==> src/fpd_defs.svh <==
`ifndef FPD_DEFS_SVH
`define FPD_DEFS_SVH

// clock and base rates
`define FPD_CLK_HZ 50000000
`define FPD_FAST_HZ 360000
`define FPD_SLOW_HZ 1400
`define FPD_FAST_CYC ((`FPD_CLK_HZ) / (`FPD_FAST_HZ))
`define FPD_SLOW_CYC ((`FPD_CLK_HZ) / (`FPD_SLOW_HZ))

// register offsets
`define FPD_OFF_ECFG 8'h45
`define FPD_OFF_PCFG 8'h4A
`define FPD_OFF_DUTY 8'h4C
`define FPD_OFF_DIV 8'h4D
`define FPD_OFF_VID 8'hFE
`define FPD_OFF_REV 8'hFF

// field positions
`define FPD_HR_BIT 4
`define FPD_CKSL_BIT 3

// reset values
`define FPD_RST_DUTY 8'h00
`define FPD_RST_DIV 5'h08
`define FPD_RST_HR 1'b0
`define FPD_RST_CKSL 1'b0

// high-resolution full scale
`define FPD_HR_FULL 8'hFF

`endif

==> src/fpd_pkg.sv <==
`default_nettype none

package fpd_pkg;
  typedef logic [7:0] fpd_byte_t;
  typedef enum logic {FPD_MODE_NORMAL, FPD_MODE_HIRES} fpd_mode_t;
endpackage : fpd_pkg

`default_nettype wire

==> src/fpd_tick_div.sv <==
`default_nettype none

module fpd_tick_div (
  // clock and reset
  input wire logic clk,
  input wire logic nrst,
  // division length in clk cycles
  input wire logic [15:0] period,
  // one-cycle base clock enable
  output logic tick
);
  logic [15:0] cnt_r;
  logic [15:0] cnt_nxt;

  always_comb begin
    tick = (cnt_r >= period - 16'h0001);
    cnt_nxt = tick ? 16'h0000 : cnt_r + 16'h0001;
  end

  always_ff @(posedge clk) begin
    if (!nrst) begin
      cnt_r <= 16'h0000;
    end else begin
      cnt_r <= cnt_nxt;
    end
  end
endmodule : fpd_tick_div

`default_nettype wire

==> src/fpd_top.sv <==
// Behaviour
// RULE1: with the fast base clock the output period is 2N base ticks, so frequency is clock/2N.
// RULE2: with the slow base clock the same 2N division applies and high resolution is unavailable.
// RULE3: the 8-bit duty reading is used only while the high-resolution select bit is set.
// RULE4: the clock-select bit picks the base clock and high resolution needs it cleared.
// RULE5: high resolution with fast clock and N of eight gives a 22.5 kHz output with 8-bit duty.
// RULE6: in high resolution the duty cycle is the 8-bit duty value over 255.
// RULE7: in normal resolution the duty cycle is the duty value over 2N.
// RULE8: a frequency setting of zero behaves as a setting of one.
`include "fpd_defs.svh"
`default_nettype none

module fpd_top #(
  parameter int unsigned SLOW_CYC = `FPD_SLOW_CYC,
  parameter logic [7:0] VENDOR_ID = 8'h5A,  // arbitrary value
  parameter logic [7:0] DIE_REV = 8'hA5     // arbitrary value
) (
  // clock and reset
  input wire logic clk,
  input wire logic nrst,
  // register port
  input wire logic [7:0] reg_addr,
  input wire logic reg_we,
  input wire logic reg_re,
  input wire fpd_pkg::fpd_byte_t reg_wdata,
  output fpd_pkg::fpd_byte_t reg_rdata,
  output logic reg_rvalid,
  // open-drain fan drive
  output logic pwm_out,
  output logic pwm_oe_n,
  output logic pwm_level,
  output fpd_pkg::fpd_mode_t pwm_mode
);
  import fpd_pkg::*;

  localparam logic [15:0] FAST_CYC = 16'(`FPD_FAST_CYC);
  localparam logic [15:0] SLOW_CYC_W = 16'(SLOW_CYC);

  // registers
  fpd_byte_t duty_r, duty_nxt;
  logic [4:0] div_r, div_nxt;
  logic hr_sel_r, hr_sel_nxt;
  logic cksl_r, cksl_nxt;
  fpd_byte_t rdata_r, rdata_nxt;
  logic rvalid_r, rvalid_nxt;

  always_comb begin
    duty_nxt = duty_r;
    div_nxt = div_r;
    hr_sel_nxt = hr_sel_r;
    cksl_nxt = cksl_r;
    rdata_nxt = rdata_r;
    rvalid_nxt = reg_re;
    if (reg_we) begin
      case (reg_addr)
        `FPD_OFF_DUTY: duty_nxt = reg_wdata;
        `FPD_OFF_DIV: div_nxt = reg_wdata[4:0];
        `FPD_OFF_ECFG: hr_sel_nxt = reg_wdata[`FPD_HR_BIT];  // [RULE3]
        `FPD_OFF_PCFG: cksl_nxt = reg_wdata[`FPD_CKSL_BIT];  // [RULE4]
        default: ;
      endcase
    end
    if (reg_re) begin
      // unmapped offsets read zero; bits not held read zero
      case (reg_addr)
        `FPD_OFF_DUTY: rdata_nxt = duty_r;
        `FPD_OFF_DIV: rdata_nxt = {3'h0, div_r};
        `FPD_OFF_ECFG: rdata_nxt = 8'(hr_sel_r) << `FPD_HR_BIT;
        `FPD_OFF_PCFG: rdata_nxt = 8'(cksl_r) << `FPD_CKSL_BIT;
        `FPD_OFF_VID: rdata_nxt = VENDOR_ID;
        `FPD_OFF_REV: rdata_nxt = DIE_REV;
        default: rdata_nxt = 8'h00;
      endcase
    end
  end

  always_ff @(posedge clk) begin
    if (!nrst) begin
      duty_r <= `FPD_RST_DUTY;
      div_r <= `FPD_RST_DIV;
      hr_sel_r <= `FPD_RST_HR;
      cksl_r <= `FPD_RST_CKSL;
      rdata_r <= 8'h00;
      rvalid_r <= 1'b0;
    end else begin
      duty_r <= duty_nxt;
      div_r <= div_nxt;
      hr_sel_r <= hr_sel_nxt;
      cksl_r <= cksl_nxt;
      rdata_r <= rdata_nxt;
      rvalid_r <= rvalid_nxt;
    end
  end

  assign reg_rdata = rdata_r;
  assign reg_rvalid = rvalid_r;

  // mode and divider
  logic [4:0] n_eff;
  logic [5:0] full;
  logic [13:0] hr_period;
  logic hires;
  logic tick;

  assign n_eff = (div_r == 5'h00) ? 5'h01 : div_r;  // [RULE8]
  assign full = {n_eff, 1'b0};
  // slow clock forbids the 8-bit duty reading
  assign hires = hr_sel_r & ~cksl_r;  // [RULE2] [RULE3] [RULE4]
  assign hr_period = 14'(full * FAST_CYC);
  assign pwm_mode = hires ? FPD_MODE_HIRES : FPD_MODE_NORMAL;

  fpd_tick_div u_tick (
    .clk(clk),
    .nrst(nrst),
    .period(cksl_r ? SLOW_CYC_W : FAST_CYC),  // [RULE1] [RULE2]
    .tick(tick)
  );

  // period counters
  logic [5:0] step_r, step_nxt;
  logic [13:0] hr_cnt_r, hr_cnt_nxt;
  logic level_r, level_nxt;
  logic [21:0] hr_lhs;
  logic [21:0] hr_rhs;

  always_comb begin
    step_nxt = step_r;
    hr_cnt_nxt = 14'h0000;
    hr_lhs = 22'(hr_cnt_r * 8'(`FPD_HR_FULL));
    hr_rhs = 22'(duty_r * hr_period);
    if (hires) begin
      // counts clk cycles so 255 duty steps fit in one period
      hr_cnt_nxt = (hr_cnt_r >= hr_period - 14'h0001) ? 14'h0000
                   : hr_cnt_r + 14'h0001;  // [RULE5]
      step_nxt = 6'h00;
      // full scale stays high even when a period change leaves the count past the end
      level_nxt = (hr_lhs < hr_rhs) || (duty_r == 8'(`FPD_HR_FULL));  // [RULE6]
    end else begin
      if (tick) begin
        step_nxt = (step_r >= full - 6'h01) ? 6'h00 : step_r + 6'h01;  // [RULE1]
      end
      // low six duty bits at or above 2N hold the output high, also while a shortened period
      // still carries a stale step count that only wraps at the next tick
      level_nxt = (step_r < duty_r[5:0]) || (duty_r[5:0] >= full);  // [RULE7]
    end
  end

  always_ff @(posedge clk) begin
    if (!nrst) begin
      step_r <= 6'h00;
      hr_cnt_r <= 14'h0000;
      level_r <= 1'b0;
    end else begin
      step_r <= step_nxt;
      hr_cnt_r <= hr_cnt_nxt;
      level_r <= level_nxt;
    end
  end

  // open drain: drive low for the low part, release for the high part
  assign pwm_level = level_r;
  assign pwm_out = 1'b0;
  assign pwm_oe_n = level_r;

  chk_zero_div: assert property (@(posedge clk) disable iff (!nrst)  // [RULE8]
    div_r == 5'h00 |-> full == 6'h02)
    else $error("zero divider not treated as one");

  chk_slow_no_hr: assert property (@(posedge clk) disable iff (!nrst)  // [RULE2]
    cksl_r |-> pwm_mode == FPD_MODE_NORMAL)
    else $error("high resolution active on slow clock");

  chk_hr_needs_bit: assert property (@(posedge clk) disable iff (!nrst)  // [RULE3]
    pwm_mode == FPD_MODE_HIRES |-> hr_sel_r && !cksl_r)
    else $error("high resolution without select bit");

  chk_step_wrap: assert property (@(posedge clk) disable iff (!nrst)  // [RULE1]
    !hires && tick && step_r == full - 6'h01 ##1 !hires |-> step_r == 6'h00)
    else $error("normal period not 2N ticks");

  chk_norm_full: assert property (@(posedge clk) disable iff (!nrst)  // [RULE7]
    !hires && $stable(duty_r) && duty_r[5:0] >= full |=> level_r)
    else $error("full-scale duty not high");

  chk_norm_zero: assert property (@(posedge clk) disable iff (!nrst)  // [RULE7]
    !hires && duty_r[5:0] == 6'h00 |=> !level_r)
    else $error("zero duty not low");

  chk_hr_wrap: assert property (@(posedge clk) disable iff (!nrst)  // [RULE5]
    hires && $stable(hires) && hr_cnt_r == hr_period - 14'h0001 |=> hr_cnt_r == 14'h0000)
    else $error("high resolution period wrong");

  chk_hr_ends: assert property (@(posedge clk) disable iff (!nrst)  // [RULE6]
    hires && duty_r == `FPD_HR_FULL |=> level_r)
    else $error("hi-res full scale not 100 percent");

  chk_hr_bit_wr: assert property (@(posedge clk) disable iff (!nrst)  // [RULE3]
    reg_we && reg_addr == `FPD_OFF_ECFG |=> hr_sel_r == $past(reg_wdata[`FPD_HR_BIT]))
    else $error("select bit write lost");

  chk_tick_gap: assert property (@(posedge clk) disable iff (!nrst)  // [RULE1]
    tick && !cksl_r ##1 !cksl_r |-> !tick [*8])
    else $error("base ticks too close");

  chk_clk_sel_wr: assert property (@(posedge clk) disable iff (!nrst)  // [RULE4]
    reg_we && reg_addr == `FPD_OFF_PCFG |=> cksl_r == $past(reg_wdata[`FPD_CKSL_BIT]))
    else $error("clock select write lost");

  chk_div_wr: assert property (@(posedge clk) disable iff (!nrst)  // [RULE1]
    reg_we && reg_addr == `FPD_OFF_DIV |=> div_r == $past(reg_wdata[4:0]))
    else $error("frequency setting write lost");

  chk_hr_zero: assert property (@(posedge clk) disable iff (!nrst)  // [RULE6]
    hires && duty_r == 8'h00 |=> !level_r)
    else $error("hi-res zero duty not low");

  chk_norm_high: assert property (@(posedge clk) disable iff (!nrst)  // [RULE7]
    !hires && step_r < duty_r[5:0] |=> level_r)
    else $error("normal high time cut short");

  chk_hr_cnt_idle: assert property (@(posedge clk) disable iff (!nrst)  // [RULE3]
    !hires |=> hr_cnt_r == 14'h0000)
    else $error("hi-res counter running without select bit");
endmodule : fpd_top

`default_nettype wire

==> config.mk <==
export PLATFORM = sky130hd
export DESIGN_NAME = fpd_top
export DESIGN_NICKNAME = d
export VERILOG_FILES = /design/src/fpd_pkg.sv /design/src/fpd_tick_div.sv /design/src/fpd_top.sv
export VERILOG_INCLUDE_DIRS = /design/src
export SDC_FILE = /design/constraint.sdc
export NUM_CORES = 1
export LEC_CHECK = 0
export BUFFER_PORTS_ARGS = -buffer_cell sky130_fd_sc_hd__buf_2
export CAP_MARGIN = 20
export CORE_ASPECT_RATIO = 0.7
export CORE_MARGIN = 3
export CORE_UTILIZATION = 35
export CTS_CLUSTER_SIZE = 25
export DETAILED_ROUTE_END_ITERATION = 6
export PLACE_DENSITY_LB_ADDON = 0.05
export RECOVER_POWER = 50
export SKIP_LAST_GASP = 1
export SLEW_MARGIN = 20
export SYNTH_ARGS = -nofsm -noshare
export SYNTH_HDL_FRONTEND = slang
export SYNTH_SLANG_ARGS = --single-unit
==> constraint.sdc <==
create_clock -name clk -period 22.2 [get_ports clk]
set_input_delay 2.22 -clock clk [delete_from_list [all_inputs] [get_ports clk]]
set_output_delay 2.22 -clock clk [all_outputs]
set_load 0.02 [all_outputs]
# Word-level counts from Yosys, hierarchy flattened
# Cells that the tools add are included.
[totals]
output_inout_bits = 13
reg_bits = 61
[op_classes]
addsub = 6
reduce_logical = 10
bitwise_logic = 4
n_mux = 6
multipliers = 3
order_cmp = 6
n_eq_ne = 7
[op_table]
columns = ["operator", "n"]
rows = [
  ["$pmux W8 S6", 1],
  ["$eq A8 B7 Y1 const B", 4],
  ["$eq A8 B8 Y1 const B", 3],
  ["$lt A22 B22 Y1", 1],
  ["$mul A14 B8 Y22 const B", 1],
  ["$mul A8 B12 Y20", 1],
  ["$add A16 B1 Y16 const B", 1],
  ["$ge A16 B16 Y1", 1],
  ["$mux W16", 1],
  ["$sub A16 B1 Y16 const B", 1],
  ["$add A14 B1 Y14 const B", 1],
  ["$ge A14 B14 Y1", 1],
  ["$sub A14 B1 Y14 const B", 1],
  ["$ge A6 B6 Y1", 2],
  ["$mul A5 B7 Y12 const B", 1],
  ["$reduce_and A2 Y1", 4],
  ["$add A6 B1 Y6 const B", 1],
  ["$lt A6 B6 Y1", 1],
  ["$mux W6", 1],
  ["$sub A6 B1 Y6 const B", 1],
  ["$logic_not A5 Y1", 1],
  ["$mux W5", 1],
  ["$reduce_or A2 Y1", 2],
  ["$not A1 Y1", 3],
  ["4 further kinds", 6],
]

# Longest topological paths before layout
[logic_depth]
depth_word = 7
ltp_mapped = 33
depth_no_buf = 31

# Cells and area by module
# Synthesis repeated with hierarchy kept, for this count alone.
[unflattened]
hier_cells = 1213
hier_area_um2 = 10406.2
[by_module_without_submodules]
columns = ["mod", "seq_area_each_um2", "cells_per_inst", "instances", "area_per_inst_um2"]
rows = [
  ["fpd_top", 900.9, 1060, 1, 9140.0],
  ["fpd_tick_div", 320.3, 153, 1, 1266.2],
]

# Worst setup path after synthesis
# Ideal clock, no wire load.
[synth_path]
path_kind = "reg-to-reg"
startpoint = "register div_r[3]"
endpoint = "register level_r, in the netlist pwm_level"
setup_time_ns = 0.132
path_slack_ns = 14.877
arrival_ns = 7.191
path_stages_with_launch = 31
path_cell_list = "dfxtp_1 buf_2 nor4_1 or2_2 fa_1 ha_1 nand2_1 nor2_1 nor2_1 xnor2_1 clkbuf_1 and2_1 fa_1 fa_1 fa_1 inv_1 fa_1 inv_1 ha_1 a21oi_1 o21ai_1 a2111oi_1 nor2_1 a221oi_1 xor2_1 ha_1 nand4_1 nor2_1 nand3_1 o41ai_1 a22oi_1"
[synth_between]
elab_chain_cells = 7
[synth_rtl]
columns = ["element", "line", "source"]
rows = [
  ["start, declared", "fpd_top.sv:41", "logic [4:0] div_r, div_nxt;"],
  ["start signal, assigned", "fpd_top.sv:80", "div_r <= `FPD_RST_DIV;"],
  ["start signal, assigned", "fpd_top.sv:87", "div_r <= div_nxt;"],
  ["$logic_not A5 Y1", "fpd_top.sv:105", "assign n_eff = (div_r == 5'h00) ? 5'h01 : div_r;"],
  ["$mux W5 (*)", "fpd_top.sv:105", ""],
  ["$mul A5 B7 Y12", "fpd_top.sv:109", "assign hr_period = 14'(full * FAST_CYC);"],
  ["$mul A8 B12 Y20", "fpd_top.sv:130", "hr_rhs = 22'(duty_r * hr_period);"],
  ["$lt A22 B22 Y1", "fpd_top.sv:137", "level_nxt = (hr_lhs < hr_rhs) || (duty_r == 8'(`FPD_HR_FULL));"],
  ["$logic_or A1 B1 Y1", "fpd_top.sv:137", ""],
  ["$mux W1 (*)", "fpd_top.sv:131", "if (hires) begin"],
  ["end signal, assigned", "fpd_top.sv:156", "level_r <= level_nxt;"],
  ["end, declared", "fpd_top.sv:122", "logic level_r, level_nxt;"],
]
# Mark *: on every way between the ends. The rest lies on a longest branch, timed or not.
# A chain may end at the register's enable or synchronous reset.

# Worst setup path after layout
[layout_path]
startpoint = "register div_r[2]"
endpoint = "register level_r, in the netlist pwm_level"
# The elaborated chain is that of the path after synthesis.

==> insert_results.sql <==
INSERT INTO impl_metrics (metric_group, metric, value, unit) VALUES
('status', 'outcome', 'finished, final reports clean', ''),
('timing', 'tns', '0', 'ns'),
('synthesis', 'yosysSeqAreaShare', '12.1', '%'),
('route', 'drt-total-wl', '26100', 'µm'),
('flow_run', 'max_cap_viol_count', '0', ''),
('synthesis', 'post_synth_main_area_contributors', 'sky130_fd_sc_hd__fa_1 24%, sky130_fd_sc_hd__ha_1 19%, sky130_fd_sc_hd__dfxtp_1 12%', ''),
('power', 'switching_share', '24.4', '%'),
('power', 'leakagePower', '5.47', 'nW'),
('setup_path', 'critical_path_required', '22.41', 'ns'),
('clock_network', 'clkLatencyLatePin', '0.36', 'ns'),
('floorplanning', 'dieArea', '30800', 'µm²'),
('global_route', 'vias_in_the_first_global_route', '7617', ''),
('timing', 'finalClockSkew', '0.00944', 'ns'),
('clock_network', 'tritoncts.num_buffers', '9', ''),
('power', 'vdd_drop_max', '0.0000287', 'V'),
('setup_path', 'critPathCaptureType', 'flip-flop', ''),
('floorplanning', 'dieWidth', '209', 'µm'),
('synthesis', 'post-synth-top-area-fraction', '24.1', '%'),
('global_route', 'gr-usage-all-layers', '17.7', '%'),
('synthesis', 'post_synth.cell_area_avg', '8.66', 'µm²'),
('synthesis', 'synth_area_leader_cell', 'sky130_fd_sc_hd__fa_1', ''),
('layout', 'n_antenna_cell', '0', ''),
('route', 'routed-via-count', '7744', ''),
('timing', 'worst_hold_slack', '0.517', 'ns'),
('synthesis', 'synthesis.instances', '1162', ''),
('floorplanning', 'row_count', '51', ''),
('setup_path', 'timing.setup.critical_path_class', 'flip-flop to flip-flop', ''),
('synthesis', 'synth_seq_cells', '61', ''),
('timing', 'timing.max_slew.rel_slack', '1.88', '%'),
('setup_path', 'startpoint_type', 'flip-flop', ''),
('route', 'drt_first_pass_iters', '5', ''),
('layout', 'filler_cell_count', '2930', ''),
('worst_hold_path', 'holdCritPathClass', 'flip-flop to flip-flop', ''),
('timing', 'fin_crit_sh', '38.9', '%'),
('synthesis', 'synth_cell_type_count', '68', ''),
('timing', 'max_slew_violations', '0', ''),
('layout', 'layout-area-overhead-vs-synth', '8.07', '%'),
('floorplanning', 'die_height', '148', 'µm'),
('timing', 'grt_setup_unrepaired', 'false', ''),
('global_route', 'grt_first_pass_wirelength', '43100', 'µm'),
('clock_network', 'tritoncts', 'done', ''),
('setup_path', 'cpLargestDelayFamily', 'adder cells', ''),
('clock_network', 'cts_hold_buf', '0', ''),
('route', 'initialDrtViolationCount', '536', ''),
('placed_design', 'place.port_buffers', '31', ''),
('placed_design', 'place_worst_setup_slack', '13.49', 'ns'),
('synthesis', 'synth_enable_flop_cells', '0', ''),
('floorplanning', 'core_region_area', '28100', 'µm²'),
('synthesis', 'synth-async-reset-ratio', '0', '%'),
('synthesis', 'syn_area', '10100', 'µm²'),
('route', 'wl_per_cell', '16.9', 'µm'),
('global_route', 'antenna_violations_before_repair', '0', ''),
('placed_design', 'gp_routability_congestion', '0.793', ''),
('route', 'route.detailed.drc', '0', ''),
('synthesis', 'ys.warnings.count', '0', ''),
('clock_network', 'htree_num_levels', '3', ''),
('clock_network', 'clockBufferDepth', '2', ''),
('synthesis', 'syn-num-nets', '1459', ''),
('clock_network', 'cts_root_buffer', 'sky130_fd_sc_hd__clkbuf_16', ''),
('power', 'power.sequential.fraction', '39.4', '%'),
('global_route', 'grt_overflow_total', '0', ''),
('layout', 'drive_above_1_share', '4.07', '%'),
('timing', 'setup_viols_final', '0', ''),
('global_route', 'pin_count_of_the_biggest_net_entering_global_routing', '32', ''),
('floorplanning', 'io-pin-count', '33', ''),
('floorplanning', 'start_util', '35.8', '%'),
('synthesis', 'post-synth-top-count-cell', 'sky130_fd_sc_hd__inv_1', ''),
('setup_path', 'cp.arrival', '8.85', 'ns'),
('timing', 'maxClockFrequency', '116', 'MHz'),
('timing', 'worst_pin_slew', '1.47', 'ns'),
('setup_path', 'max_stage_delay', '0.64', 'ns');
==> final cells by class <==
type | instances | area (µm²) | area share, %
multi-input cells | 879 | 8000 | 73.6
flip-flops and latches | 61 | 1220 | 11.2
inverters | 190 | 713 | 6.56
well taps | 371 | 464 | 4.27
clock buffers | 9 | 225 | 2.07
repair buffers | 32 | 146 | 1.35
clock inverters | 7 | 97.6 | 0.898
==> sequential cells by signal (all words and copies together), names as in the netlist <==
register	cells
cksl_r	1
div_r	5
duty_r	8
hr_cnt_r	14
hr_sel_r	1
pwm_level	1
reg_rdata	8
reg_rvalid	1
step_r	6
u_tick.cnt_r	16
==> routing by layer <==
layer	routed length [µm]	GRT usage, %
met4	157	2.38
met2	9800	23.3
met3	1110	3.54
met1	15000	29.3
met5	94	2.19
==> path summary, 6_finish.rpt <==
check	startpoint	to	slack [ns]	depth (start not counted)
setup / recovery	div_r[2]	pwm_level	13.56	29
hold / removal	u_tick.cnt_r[0]	u_tick.cnt_r[0]	0.52	1
setup reg to reg	div_r[2]	pwm_level	13.56	29
hold reg to reg	u_tick.cnt_r[0]	u_tick.cnt_r[0]	0.52	1
==> worst reg2reg max path, delay by kind of cell, from the launching register on <==
family	cells	cell delay [ns]
compound gates	8	2.53
flops	1	0.64
buf+inv	2	0.09
simple gates	8	1.54
xor+xnor	2	0.36
fa+ha+maj	9	3.33
==> cell families (layout without fill, tap and decap cells) <==
family / after synthesis / count (layout) / share of synthesized area (%)
compound gates: 173 / 173 / 11.6
xor+xnor: 79 / 79 / 6.88
fa+ha+maj: 277 / 277 / 43.5
buf+inv: 222 / 238 / 8.45
flops: 61 / 61 / 12.1
mux: 5 / 5 / 0.522
other cells: 1 / 1 / 0.0373
simple gates: 344 / 344 / 16.8
==> cells in the final DEF, fill, tap and decap left out, types with 4 or more instances in the layout <==
master | netlist | routed
sky130_fd_sc_hd__xor2_1 | 24 | 24
sky130_fd_sc_hd__a21boi_0 | 5 | 5
sky130_fd_sc_hd__buf_2 | 4 | 18
sky130_fd_sc_hd__o22ai_1 | 11 | 11
sky130_fd_sc_hd__a211oi_1 | 5 | 5
sky130_fd_sc_hd__nor3_1 | 17 | 17
sky130_fd_sc_hd__a21boi_1 | 9 | 9
sky130_fd_sc_hd__o21ai_1 | 8 | 6
sky130_fd_sc_hd__a21oi_1 | 47 | 47
sky130_fd_sc_hd__nand2b_1 | 7 | 7
sky130_fd_sc_hd__fa_1 | 121 | 121
sky130_fd_sc_hd__nand4_1 | 8 | 8
sky130_fd_sc_hd__o211ai_1 | 5 | 5
sky130_fd_sc_hd__ha_1 | 156 | 156
sky130_fd_sc_hd__dfxtp_1 | 61 | 61
sky130_fd_sc_hd__a21o_1 | 24 | 24
sky130_fd_sc_hd__clkbuf_1 | 25 | 13
sky130_fd_sc_hd__and2_1 | 48 | 48
sky130_fd_sc_hd__nand3_1 | 37 | 37
sky130_fd_sc_hd__a221oi_1 | 8 | 8
sky130_fd_sc_hd__inv_1 | 189 | 189
sky130_fd_sc_hd__nor2b_1 | 4 | 4
sky130_fd_sc_hd__o21a_1 | 8 | 8
sky130_fd_sc_hd__o21ai_0 | 12 | 14
sky130_fd_sc_hd__o21bai_1 | 4 | 4
sky130_fd_sc_hd__and3_1 | 19 | 19
sky130_fd_sc_hd__xnor2_1 | 55 | 53
sky130_fd_sc_hd__nor2_1 | 81 | 81
sky130_fd_sc_hd__nand2_1 | 95 | 95
sky130_fd_sc_hd__clkbuf_16 | 0 | 9
sky130_fd_sc_hd__nor4_1 | 4 | 4
==> power by group through the flow <==
stage / Clock (mW) / Combinational, mW / Sequential, mW
final: 0.160 / 0.0101 / 0.111
after global routing: 0.170 / 0.0113 / 0.111
after CTS: 0.166 / 0.0102 / 0.111
after detailed placement: 0 / 0.0102 / 0.113
after global placement: 0 / 0.0102 / 0.113
after floorplan: 0 / 0.00603 / 0.113
==> per-stage QoR <==
| step | power, mW | util, % | area, µm² | cells |
|---|---|---|---|---|
| after floorplan | 0.119 | - | 10100 | 1162 |
| after global placement | 0.123 | 37.6 | 10500 | 1533 |
| after detailed placement | 0.123 | 37.6 | 10500 | 1533 |
| after CTS | 0.287 | 38.7 | 10900 | 1549 |
| after global routing | 0.292 | 38.7 | 10900 | 1549 |
| final | 0.281 | 38.7 | 10900 | 1549 |
Power figures use the tool's default switching activity.
